File: config.mk
export PLATFORM = sky130hd
export DESIGN_NAME = dsr_top
export DESIGN_NICKNAME = d
export VERILOG_FILES = /design/src/rtl/dsr_pkg.sv /design/src/rtl/dsr_timer.sv /design/src/rtl/dsr_top.sv
export SDC_FILE = /design/constraint.sdc
export NUM_CORES = 1
export LEC_CHECK = 0
export BUFFER_PORTS_ARGS = -buffer_cell sky130_fd_sc_hd__buf_2
export CORE_MARGIN = 4
export CORE_UTILIZATION = 45
export CTS_CLUSTER_DIAMETER = 60
export CTS_CLUSTER_SIZE = 24
export DETAILED_ROUTE_END_ITERATION = 8
export GPL_ROUTABILITY_DRIVEN = 0
export GPL_TIMING_DRIVEN = 1
export HOLD_SLACK_MARGIN = 0.1
export PLACE_DENSITY = 0.62
export SYNTH_ARGS = -nofsm -noshare
export SYNTH_HDL_FRONTEND = slang
export SYNTH_SLANG_ARGS = --single-unit
File: constraint.sdc
create_clock -name clk -period 7.7 [get_ports clk]
set_input_delay 0.385 -clock clk [delete_from_list [all_inputs] [get_ports clk]]
set_output_delay 0.385 -clock clk [all_outputs]
set_load 0.02 [all_outputs]
File: src/rtl/dsr_pkg.sv
// Summary of operation
// - Low speed is active while encoder speed is below the low threshold.
// - High speed is active otherwise; always the complement of low speed.
// - Field-up is active above the field threshold or while running.
// - Error-low sets after error stays below threshold past persistence.
// - Error-high sets after error stays above threshold; inverse of low.
// - Zero speed is active while encoder speed is below zero threshold.
// - Moving is active otherwise; always the complement of zero speed.
// - Lift-brake output follows the brake lift request.
// - Brake pick pulses for the pick time at each lift start.
// - Brake pick drops at once when the brake is to be dropped.
// - Supply power relay is on while power-up is requested.
// - Supply power relay drops after its delay timer runs out.
package dsr_pkg;

    // Clock and millisecond tick timing
    localparam int CLK_NS = 100;
    localparam int TICK_NS = 1000000;
    localparam int TICK_CYC = TICK_NS / CLK_NS;

    // Register byte offsets
    localparam logic [7:0] OFS_LOW_SPD = 8'h00;
    localparam logic [7:0] OFS_ZERO_SPD = 8'h04;
    localparam logic [7:0] OFS_FLD_THR = 8'h08;
    localparam logic [7:0] OFS_ERR_THR = 8'h0c;
    localparam logic [7:0] OFS_ERR_TIME = 8'h10;
    localparam logic [7:0] OFS_PICK_TIME = 8'h14;
    localparam logic [7:0] OFS_SPR_DELAY = 8'h18;
    localparam logic [7:0] OFS_STATUS = 8'h1c;
    localparam logic [7:0] OFS_INT_STAT = 8'h20;
    localparam logic [7:0] OFS_INT_MASK = 8'h24;

    // Register indices; the first seven are the setting words
    localparam logic [3:0] IX_LOW = 4'h0;
    localparam logic [3:0] IX_ZERO = 4'h1;
    localparam logic [3:0] IX_FLD = 4'h2;
    localparam logic [3:0] IX_ERR = 4'h3;
    localparam logic [3:0] IX_ERRT = 4'h4;
    localparam logic [3:0] IX_PICK = 4'h5;
    localparam logic [3:0] IX_SPR = 4'h6;
    localparam logic [3:0] IX_STATUS = 4'h7;
    localparam logic [3:0] IX_ISTAT = 4'h8;
    localparam logic [3:0] IX_IMASK = 4'h9;
    localparam logic [3:0] IX_NONE = 4'hf;
    localparam int NCFG = 7;

    // Setting reset values, index 6 down to 0
    localparam logic [NCFG-1:0][15:0] CFG_RST = {
        16'h1388, 16'h01f4, 16'h0064, 16'h0040,
        16'h0200, 16'h0010, 16'h0100};

    // Interrupt bit positions
    localparam int NIRQ = 4;
    localparam int IRQ_PICK_END = 0;
    localparam int IRQ_SPR_OFF = 1;
    localparam int IRQ_ERR_HI = 2;
    localparam int IRQ_ZERO = 3;

    // Brake sequence states, Gray along idle, pick, hold
    typedef enum logic [1:0] {
        BRK_IDLE = 2'b00,
        BRK_PICK = 2'b01,
        BRK_HOLD = 2'b11
    } dsr_brk_e;

    // Relay outputs; also the status register layout from bit 0
    typedef struct packed {
        logic drive_supply_power_relay;
        logic brake_pick;
        logic lift_brake;
        logic err_high;
        logic err_low;
        logic moving;
        logic zero_spd;
        logic field_up;
        logic high_spd;
        logic low_spd;
    } dsr_rly_s;

    // Relay levels in reset: low speed, zero speed and error low, pairs kept
    localparam dsr_rly_s RLY_RST = '{low_spd: 1'b1, zero_spd: 1'b1,
        err_low: 1'b1, default: 1'b0};

    // Measurements and commands from the control loop
    typedef struct packed {
        logic [15:0] spd_mag;
        logic [15:0] spd_err;
        logic [15:0] fld_cur;
        logic drv_run;
        logic lift_req;
        logic pwr_req;
    } dsr_in_s;

    // APB request signals
    typedef struct packed {
        logic psel;
        logic penable;
        logic pwrite;
        logic [7:0] paddr;
        logic [31:0] pwdata;
    } dsr_apb_s;

    // Timer state
    typedef struct packed {
        logic [15:0] ms;
        logic [15:0] pre;
    } dsr_tmr_s;

    // Top-level state
    typedef struct packed {
        logic [NCFG-1:0][15:0] cfg;
        logic [NIRQ-1:0] int_stat;
        logic [NIRQ-1:0] int_mask;
        logic [31:0] prdata;
        dsr_rly_s rly;
        dsr_brk_e brk;
        logic err_hi;
    } dsr_st_s;

endpackage

File: src/rtl/dsr_timer.sv
`timescale 1ns/1ps
// Millisecond down-counter; reloads while load is high
module dsr_timer #(
    parameter logic [15:0] TICK_CYC = 16'(dsr_pkg::TICK_CYC)
) (
    input wire logic clk, // Control clock
    input wire logic arst_n, // Asynchronous reset, active low
    input wire logic load, // Restart with len
    input wire logic [15:0] len, // Length in milliseconds
    output logic expired // Count has reached zero
);

    dsr_pkg::dsr_tmr_s q;
    dsr_pkg::dsr_tmr_s d;

    // Prescale to milliseconds, then count down to zero
    always_comb begin
        d = q;
        if (load) begin
            d.ms = len;
            d.pre = 16'h0000;
        end else if (q.ms != 16'h0000) begin
            if (q.pre >= TICK_CYC - 16'h0001) begin
                d.pre = 16'h0000;
                d.ms = q.ms - 16'h0001;
            end else begin
                d.pre = q.pre + 16'h0001;
            end
        end
    end

    // State register
    always_ff @(posedge clk or negedge arst_n) begin
        if (!arst_n) begin
            q <= '0;
        end else begin
            q <= d;
        end
    end

    assign expired = (q.ms == 16'h0000);

endmodule

File: src/rtl/dsr_top.sv
`timescale 1ns/1ps
// Status relay outputs of the drive with an APB register file
module dsr_top #(
    parameter logic [15:0] TICK_CYC = 16'(dsr_pkg::TICK_CYC)
) (
    input wire logic clk, // Control clock, 10 MHz
    input wire logic arst_n, // Asynchronous reset, active low
    input wire dsr_pkg::dsr_apb_s apb, // APB request
    output logic pready, // APB ready
    output logic [31:0] prdata, // APB read data
    output logic pslverr, // APB error on unmapped address
    input wire dsr_pkg::dsr_in_s din, // Control loop inputs
    output dsr_pkg::dsr_rly_s rly, // Relay outputs
    output logic irq // Level interrupt
);

    dsr_pkg::dsr_st_s q;
    dsr_pkg::dsr_st_s d;

    logic cmp_low;
    logic cmp_zero;
    logic cmp_fld;
    logic cmp_elo;
    logic cmp_ehi;
    logic err_load;
    logic err_exp;
    logic pick_exp;
    logic spr_exp;
    logic wr_acc;
    logic rd_setup;
    logic [3:0] wr_ix;
    logic [3:0] rd_ix;
    logic [dsr_pkg::NIRQ-1:0] ev;
    logic [dsr_pkg::NIRQ-1:0] w1c;

    // Map a byte address to a register index
    function automatic logic [3:0] reg_idx(input logic [7:0] a);
        logic [3:0] ix;
        ix = dsr_pkg::IX_NONE;
        if (a == dsr_pkg::OFS_LOW_SPD) begin
            ix = dsr_pkg::IX_LOW;
        end else if (a == dsr_pkg::OFS_ZERO_SPD) begin
            ix = dsr_pkg::IX_ZERO;
        end else if (a == dsr_pkg::OFS_FLD_THR) begin
            ix = dsr_pkg::IX_FLD;
        end else if (a == dsr_pkg::OFS_ERR_THR) begin
            ix = dsr_pkg::IX_ERR;
        end else if (a == dsr_pkg::OFS_ERR_TIME) begin
            ix = dsr_pkg::IX_ERRT;
        end else if (a == dsr_pkg::OFS_PICK_TIME) begin
            ix = dsr_pkg::IX_PICK;
        end else if (a == dsr_pkg::OFS_SPR_DELAY) begin
            ix = dsr_pkg::IX_SPR;
        end else if (a == dsr_pkg::OFS_STATUS) begin
            ix = dsr_pkg::IX_STATUS;
        end else if (a == dsr_pkg::OFS_INT_STAT) begin
            ix = dsr_pkg::IX_ISTAT;
        end else if (a == dsr_pkg::OFS_INT_MASK) begin
            ix = dsr_pkg::IX_IMASK;
        end
        return ix;
    endfunction

    // Threshold compares, once per clock
    assign cmp_low = din.spd_mag < q.cfg[dsr_pkg::IX_LOW];
    assign cmp_zero = din.spd_mag < q.cfg[dsr_pkg::IX_ZERO];
    assign cmp_fld = din.fld_cur > q.cfg[dsr_pkg::IX_FLD];
    assign cmp_elo = din.spd_err < q.cfg[dsr_pkg::IX_ERR];
    assign cmp_ehi = din.spd_err > q.cfg[dsr_pkg::IX_ERR];

    // Error persistence restarts while the opposite condition is absent
    assign err_load = q.err_hi ? !cmp_elo : !cmp_ehi;

    // Error persistence timer
    dsr_timer #(
        .TICK_CYC(TICK_CYC)
    ) u_err_tmr (
        .clk(clk),
        .arst_n(arst_n),
        .load(err_load),
        .len(q.cfg[dsr_pkg::IX_ERRT]),
        .expired(err_exp)
    );

    // Brake pick timer, armed while the brake is down
    dsr_timer #(
        .TICK_CYC(TICK_CYC)
    ) u_pick_tmr (
        .clk(clk),
        .arst_n(arst_n),
        .load(q.brk == dsr_pkg::BRK_IDLE),
        .len(q.cfg[dsr_pkg::IX_PICK]),
        .expired(pick_exp)
    );

    // Supply relay delay timer, held while power-up is requested
    dsr_timer #(
        .TICK_CYC(TICK_CYC)
    ) u_spr_tmr (
        .clk(clk),
        .arst_n(arst_n),
        .load(din.pwr_req),
        .len(q.cfg[dsr_pkg::IX_SPR]),
        .expired(spr_exp)
    );

    // APB access decode
    assign wr_acc = apb.psel && apb.penable && apb.pwrite;
    assign rd_setup = apb.psel && !apb.penable && !apb.pwrite;
    assign wr_ix = reg_idx(apb.paddr);
    assign rd_ix = wr_ix;

    // Write-one-to-clear mask for interrupt status
    assign w1c = (wr_acc && wr_ix == dsr_pkg::IX_ISTAT) ?
        apb.pwdata[dsr_pkg::NIRQ-1:0] : '0;

    // Next state of relays, brake sequence, registers and interrupts
    always_comb begin
        d = q;
        ev = '0;

        // Speed and field relays
        d.rly.low_spd = cmp_low;
        d.rly.high_spd = !cmp_low;
        d.rly.zero_spd = cmp_zero;
        d.rly.moving = !cmp_zero;
        d.rly.field_up = cmp_fld || din.drv_run;

        // Speed error state flips once persistence has run out
        if (!err_load && err_exp) begin
            d.err_hi = !q.err_hi;
        end
        d.rly.err_high = d.err_hi;
        d.rly.err_low = !d.err_hi;

        // Brake lift sequence
        case (q.brk)
            dsr_pkg::BRK_IDLE: begin
                if (din.lift_req) begin
                    d.brk = dsr_pkg::BRK_PICK;
                end
            end
            dsr_pkg::BRK_PICK: begin
                if (!din.lift_req) begin
                    d.brk = dsr_pkg::BRK_IDLE;
                end else if (pick_exp) begin
                    d.brk = dsr_pkg::BRK_HOLD;
                end
            end
            dsr_pkg::BRK_HOLD: begin
                if (!din.lift_req) begin
                    d.brk = dsr_pkg::BRK_IDLE;
                end
            end
            default: begin
                d.brk = dsr_pkg::BRK_IDLE;
            end
        endcase
        d.rly.lift_brake = d.brk != dsr_pkg::BRK_IDLE;
        d.rly.brake_pick = d.brk == dsr_pkg::BRK_PICK;

        // Supply relay: on with the request, off after the delay
        if (din.pwr_req) begin
            d.rly.drive_supply_power_relay = 1'b1;
        end else if (spr_exp) begin
            d.rly.drive_supply_power_relay = 1'b0;
        end

        // Events
        ev[dsr_pkg::IRQ_PICK_END] = q.brk == dsr_pkg::BRK_PICK &&
            d.brk == dsr_pkg::BRK_HOLD;
        ev[dsr_pkg::IRQ_SPR_OFF] = q.rly.drive_supply_power_relay &&
            !d.rly.drive_supply_power_relay;
        ev[dsr_pkg::IRQ_ERR_HI] = !q.err_hi && d.err_hi;
        ev[dsr_pkg::IRQ_ZERO] = !q.rly.zero_spd && d.rly.zero_spd;

        // Register writes at the access phase
        if (wr_acc) begin
            if (wr_ix < 4'(dsr_pkg::NCFG)) begin
                d.cfg[wr_ix[2:0]] = apb.pwdata[15:0];
            end else if (wr_ix == dsr_pkg::IX_IMASK) begin
                d.int_mask = apb.pwdata[dsr_pkg::NIRQ-1:0];
            end
        end

        // Sticky status; a new event wins over a clear
        d.int_stat = (q.int_stat & ~w1c) | ev;

        // Read data captured in the setup phase
        if (rd_setup) begin
            d.prdata = 32'h0000_0000;
            if (rd_ix < 4'(dsr_pkg::NCFG)) begin
                d.prdata[15:0] = q.cfg[rd_ix[2:0]];
            end else if (rd_ix == dsr_pkg::IX_STATUS) begin
                d.prdata[9:0] = q.rly;
            end else if (rd_ix == dsr_pkg::IX_ISTAT) begin
                d.prdata[dsr_pkg::NIRQ-1:0] = q.int_stat;
            end else if (rd_ix == dsr_pkg::IX_IMASK) begin
                d.prdata[dsr_pkg::NIRQ-1:0] = q.int_mask;
            end
        end
    end

    // State register; rly, prdata and irq change on the clock edge, pslverr is combinational
    always_ff @(posedge clk or negedge arst_n) begin
        if (!arst_n) begin
            q.cfg <= dsr_pkg::CFG_RST;
            q.int_stat <= '0;
            q.int_mask <= '0;
            q.prdata <= 32'h0000_0000;
            q.rly <= dsr_pkg::RLY_RST;
            q.brk <= dsr_pkg::BRK_IDLE;
            q.err_hi <= 1'b0;
        end else begin
            q <= d;
        end
    end

    // Bus answers and outputs
    assign pready = 1'b1;
    assign pslverr = apb.psel && apb.penable && (wr_ix == dsr_pkg::IX_NONE);
    assign prdata = q.prdata;
    assign rly = q.rly;
    assign irq = |(q.int_stat & q.int_mask);
endmodule
After elaboration in Yosys (flattened, before gate mapping)
Index checks and enable logic that the tools add are counted.
W data, S select, Z words.
- equality and inequality tests: 17
- add/sub/neg operators: 6
- magnitude comparators: 11
- bitwise operators: 5
- mux-type cells: 43
- reduce and logical (&&, ||, !) cells: 45
- operators by type and width (cell ; number):
    $mux W32 ; 6
    $mux W16 ; 8
    $bwmux W112 ; 1
    $add A16 B1 Y16 const B ; 3
    $bmux W16 S3 ; 1
    $demux W16 S3 ; 1
    $ge A16 B14 Y1 const B ; 3
    $logic_not A16 Y1 ; 3
    $lt A16 B16 Y1 ; 3
    $mux W4 ; 12
    $reduce_bool A16 Y1 ; 3
    $sub A16 B1 Y16 const B ; 3
    $eq A8 B5 Y1 const B ; 4
    $gt A16 B16 Y1 ; 2
    $eq A8 B4 Y1 const B ; 2
    $eq A8 B6 Y1 const B ; 2
    $reduce_bool A2 Y1 ; 7
    $eq A4 B4 Y1 const B ; 3
    $logic_and A1 B1 Y1 ; 12
    $mux W6 ; 2
    $logic_not A1 Y1 ; 11
    $mux W10 ; 1
    $and A4 B4 Y4 ; 2
    $eq A8 B3 Y1 const B ; 1
    19 further kinds ; 31
- bits of input ports: 96
- output and inout port bits: 45
- word-level logic and storage cells: 154
- register bits: 244

Longest topological paths before layout
- word-level depth: 17
- mapped depth: 12
- depth with buffers taken out: 11

By module
A second synthesis with hierarchy kept.
- cell total of the unflattened synthesis: 1507
- area total of the unflattened synthesis: 14687.8 um^2
- modules (own cells, without submodules) (module ; cells an instance ; times used ; area an instance (um^2)):
    dsr_top ; 820 ; 1 ; 8843.5
    dsr_timer ; 229 ; 3 ; 1948.1

Worst setup path after synthesis
OpenSTA, ideal clock, no wires.
- path type: reg2reg
- from: register u_err_tmr.q[16] (netlist name)
- to: register u_err_tmr.q[30] (netlist name)
- data required time: 7575 ps
- buffers on the path: 0
- library setup time: 125 ps
- path slack: 4934 ps
- arrival time: 2641 ps
- stages on the path, launching flop included: 9
- path through: dfrtp_1 > inv_1 > ha_1 > or4b_1 > or4_4 > or3_4 > or3b_1 > xnor2_1 > mux2_2
- cells in the longest elaborated chain, start to end: 4
- elaborated cells between the ends (all ways): 7
- those cells by class: add/sub (1); mux (3); reduce/logical (3)
- ends and longest elaborated chain (element ; RTL line ; source):
    from (decl) ; dsr_timer.sv:13 ; dsr_pkg::dsr_tmr_s q;
    from (signal assigned) ; dsr_timer.sv:35 ; q <= '0;
    from (signal assigned) ; dsr_timer.sv:37 ; q <= d;
    $sub A16 B1 Y16 ; dsr_timer.sv:25 ; d.ms = q.ms - 16'h0001;
    $mux W16 ; dsr_timer.sv:23 ; if (q.pre >= TICK_CYC - 16'h0001) begin
    $mux W32 ; dsr_timer.sv:22 ; end else if (q.ms != 16'h0000) begin
    $mux W32 ; dsr_timer.sv:19 ; if (load) begin
Parallel ways exist; a longest one is shown, timed or not. The select of a mux whose other input is x is not followed.
A chain may end at the register's enable or synchronous reset.

Final worst setup path
- from: input port apb[33] (netlist name)
- to: register q[133] (netlist name)
- cells in the longest elaborated chain, start to end: 16
- elaborated cells between the ends (all ways): 28
- those cells by class: order compare (3); eq/ne (9); mux (13); reduce/logical (3)
- ends and longest elaborated chain (element ; RTL line ; source):
    from (decl) ; dsr_top.sv:8 ; input wire dsr_pkg::dsr_apb_s apb,
    $eq A8 B6 Y1 ; dsr_top.sv:58 ; end else if (a == dsr_pkg::OFS_INT_MASK) begin
    $mux W3 ; dsr_top.sv:58 ;
    $mux W3 ; dsr_top.sv:56 ; end else if (a == dsr_pkg::OFS_INT_STAT) begin
    $mux W4 ; dsr_top.sv:54 ; end else if (a == dsr_pkg::OFS_STATUS) begin
    $mux W4 ; dsr_top.sv:52 ; end else if (a == dsr_pkg::OFS_SPR_DELAY) begin
    $mux W4 ; dsr_top.sv:50 ; end else if (a == dsr_pkg::OFS_PICK_TIME) begin
    $mux W4 ; dsr_top.sv:48 ; end else if (a == dsr_pkg::OFS_ERR_TIME) begin
    $mux W4 ; dsr_top.sv:46 ; end else if (a == dsr_pkg::OFS_ERR_THR) begin
    $mux W4 ; dsr_top.sv:44 ; end else if (a == dsr_pkg::OFS_FLD_THR) begin
    $mux W4 ; dsr_top.sv:42 ; end else if (a == dsr_pkg::OFS_ZERO_SPD) begin
    $mux W4 * ; dsr_top.sv:40 ; if (a == dsr_pkg::OFS_LOW_SPD) begin
    $lt A3 B4 Y1 (not written as such) / $ge A3 B1 Y1 (equally long branches) ; dsr_top.sv:180 ; d.cfg[wr_ix[2:0]] = apb.pwdata[15:0];
    $logic_and A1 B1 Y1 (not written as such) ; dsr_top.sv:180 ;
    $mux W16 (not written as such) ; dsr_top.sv:180 ;
    $demux W16 S3 ; dsr_top.sv:180 ;
    $bwmux W112 ; dsr_top.sv:180 ;
    to (decl) ; dsr_top.sv:17 ; dsr_pkg::dsr_st_s q;
Mark *: on every way between the ends. The rest lies on a longest branch, timed or not.

==> results.sh <==
export IMPL_worst_pin_slew_ps=1160
export IMPL_drcViolationCount=0
export IMPL_grt_max_degree=144
export IMPL_ys_flop_type="dfrtp_1"
export IMPL_drt_total_wl_um=37800
export IMPL_area_growth_pct=10.3
export IMPL_max_stage_delay_ps=830
export IMPL_ys_seq_area_share_pct=44.9
export IMPL_synth_edf_count=0
export IMPL_cap_violations=0
export IMPL_syn_area_per_cell_um2=9.72
export IMPL_fin_crit_sh_pct=42.0
export IMPL_wl_per_cell_um=20.4
export IMPL_fin_worst_skew_ps=15.7
export IMPL_stdcell_count=1858
export IMPL_diodes=0
export IMPL_crit_required_ps=8100
export IMPL_cts_root_buf="clkbuf_16"
export IMPL_drtPass1Iterations=5
export IMPL_drtIter0Drc=1118
export IMPL_ys_warn_count=0
export IMPL_detail_route_antenna_nets=0
export IMPL_ctsResizeCount=0
export IMPL_cts_tree="yes"
export IMPL_status="finished, final reports clean"
export IMPL_via_per_inst=5.80
export IMPL_io_pins=141
export IMPL_overflow=0
export IMPL_drive_above_1_share_pct=20.1
export IMPL_worstHoldPathType="input port to register"
export IMPL_die_h_um=182
export IMPL_worstPathCellList="buf_2 > or4_1 > nor2_1 > and2_1 > nand2_1 > mux2_2"
export IMPL_cpMaxStageDelayCell="nor2_1"
export IMPL_num_rows=63
export IMPL_irDropWorstVdd_mv=0.143
export IMPL_path_clk_slew_ps=80
export IMPL_relSlewSlack_pct=22.3
export IMPL_arrival_ps=3640
export IMPL_slew_viol_final=0
export IMPL_vias=10800
export IMPL_p_leak_nw=6.93
export IMPL_endpoint_kind="register"
export IMPL_p_per_area_mw_per_mm2=216
export IMPL_grt_pass1_wl_um=58800
export IMPL_dp_cells=1816
export IMPL_hold_viol_final=0
export IMPL_grt_pass1_vias=10200
export IMPL_fin_setup_tns_ps=0
export IMPL_grt_setup_unrepaired="false"
export IMPL_critical_path_class="input port to register"
export IMPL_numCtsBuffers=23
export IMPL_antenna_found_initial=0
export IMPL_initial_utilization_pct=45.8
export IMPL_reg2reg_slack_ps=4730
export IMPL_setup_violations_final=0
export IMPL_ys_types=72
export IMPL_cts_htree_levels=1
export IMPL_cts_sinks=244
export IMPL_synthArstFlopShare_pct=100
export IMPL_fin_crit_ps=3240
export IMPL_core_area_mm2=0.0298
export IMPL_max_freq_mhz=309
export IMPL_grt_total_usage_pct=22.3
export IMPL_ys_ff_latch=244
export IMPL_power_w=0.00325
export IMPL_syn_instance_count=1406
export IMPL_worstSetupStartpointType="input port"
export IMPL_syn_area_mm2=0.0137
export IMPL_clock_latency_ps=530
export IMPL_hpwlAfterDp_um=27600
export IMPL_crit_fanout=16
export IMPL_nets=1617
export IMPL_clock_path_buffers=3
export IMPL_die_x_um=182
export IMPL_port_buffer_count=107
export IMPL_dieArea_mm2=0.0332
[report_power, final]
part | total (W) | leakage (nW) | switching [W] | internal [W]
Clock | 0.00122 | 0.392 | 0.000585 | 0.000631
Combinational | 0.000572 | 3.44 | 0.000364 | 0.000208
Sequential | 0.00147 | 3.11 | 0.0000962 | 0.00137
[layer usage]
layer	global-route usage, %	routed length (um)	vias up
li1	-	-	5109
met1	32.8	17500	5279
met2	34.7	16900	318
met3	3.09	2260	73
met4	6.45	1210	0
met5	0	0	-
[state kept, by name, summed over array words and instances, names as in the netlist]
name / cells
u_spr_tmr.q: 32
prdata: 16
u_err_tmr.q: 32
rly: 9
u_pick_tmr.q: 32
q: 123
[placed cells by master, fill, tap and decap left out, drive strengths merged, types with 11 or more instances in the layout]
cell | Yosys | layout
xnor2 | 19 | 19
o31ai | 14 | 14
o22ai | 15 | 15
nand4 | 17 | 17
nor3 | 48 | 48
mux2i | 13 | 13
nor2b | 11 | 11
and3 | 15 | 15
inv | 85 | 95
a21oi | 61 | 61
a21o | 14 | 14
conb | 2 | 17
nand2 | 126 | 126
a221oi | 13 | 13
nand3 | 40 | 40
o21ai | 106 | 106
buf | 51 | 114
nand2b | 15 | 15
clkbuf | 58 | 24
nor4 | 13 | 13
mux2 | 102 | 102
nor2 | 90 | 90
xor2 | 15 | 15
dfrtp | 223 | 223
dfstp | 21 | 21
or3 | 16 | 16
a22oi | 24 | 24
ha | 69 | 69
[synth_stat cells, drive strengths merged, types with 4 or more instances]
library cell	count	area, um^2
dfrtp	223	5580
nand2	126	475
o21ai	106	531
mux2	102	1150
nor2	90	340
inv	85	319
ha	69	863
a21oi	61	305
clkbuf	58	218
buf	51	362
nor3	48	250
nand3	40	200
a22oi	24	180
dfstp	21	552
xnor2	19	166
nand4	17	106
or3	16	106
and3	15	93.8
nand2b	15	93.8
o22ai	15	93.8
xor2	15	131
a21o	14	105
o31ai	14	105
a221oi	13	114
mux2i	13	130
nor4	13	87.6
nor2b	11	68.8
o211ai	8	60.1
o2bb2ai	8	70.1
a2bb2oi	7	61.3
o21a	7	52.6
a22o	6	52.6
a31oi	6	37.5
a32o	6	60.1
a222oi	5	50.1
a32oi	5	43.8
or2	5	31.3
a211oi	4	30.0
a221o	4	40.0
nor3b	4	30.0
o221ai	4	35.0
or4	4	33.8
[through the flow]
stage | hold WS (ps) | area (um^2) | util, % | setup slack [ps]
floorplan | 89.4 | 13700 | - | 4930
finish | 131 | 15100 | 50.6 | 4460
global placement | 463 | 14300 | 47.9 | 4100
detailed placement | 473 | 14300 | 47.9 | 4080
CTS | 114 | 15100 | 50.6 | 4630
global route | 129 | 15100 | 50.6 | 4330
[critical path: cells and delay by family]
| family | cells | cell delay, ps |
|---|---|---|
| AND/OR/NAND/NOR | 4 | 2660 |
| multiplexers | 1 | 480 |
| buffers and inverters | 1 | 90 |
[cell families after synthesis]
group	share of synthesized area, %
and+or+nand+nor	14.9
AOI/OAI and AO/OA	15.6
DFF	44.9
buffers and inverters	6.58
muxes	9.36
adders and majority gates	6.39
xor gates and xnor gates	2.18
other	0.0550
[timing repair]
| action | 4_1_cts | 5_1_grt |
|---|---|---|
| hold endpoints to repair | 91 | 0 |
| hold buffers | 1 | 0 |
| buffers inserted | 0 | 0 |
[final cells by class]
class	count	area (um^2)
fill	2742	14700
sequential	244	6130
timing repair buffer	115	621
clock inverter	17	215
tap	390	488
clock buffer	24	589
inverter	85	319
multi-input combinational	983	6710
[path summary, 6_finish.rpt]
| path | from | to | cells past startpoint |
|---|---|---|---|
| min in group asynchronous | arst_n | u_spr_tmr.q[9]$_DFFE_PN0P_ | 2 |
| hold reg to reg | prdata[2]$_DFFE_PN0P_ | prdata[2]$_DFFE_PN0P_ | 1 |
| max in group asynchronous | arst_n | u_pick_tmr.q[4]$_DFFE_PN0P_ | 3 |
| setup / recovery | apb[33] | q[133]$_DFFE_PN0P_ | 6 |
| hold / removal | din[1] | q[2]$_DFF_PN0_ | 2 |
| setup reg to reg | q[116]$_DFFE_PN0P_ | q[51]$_DFF_PN0_ | 11 |
(Power assumes the default switching activity.)
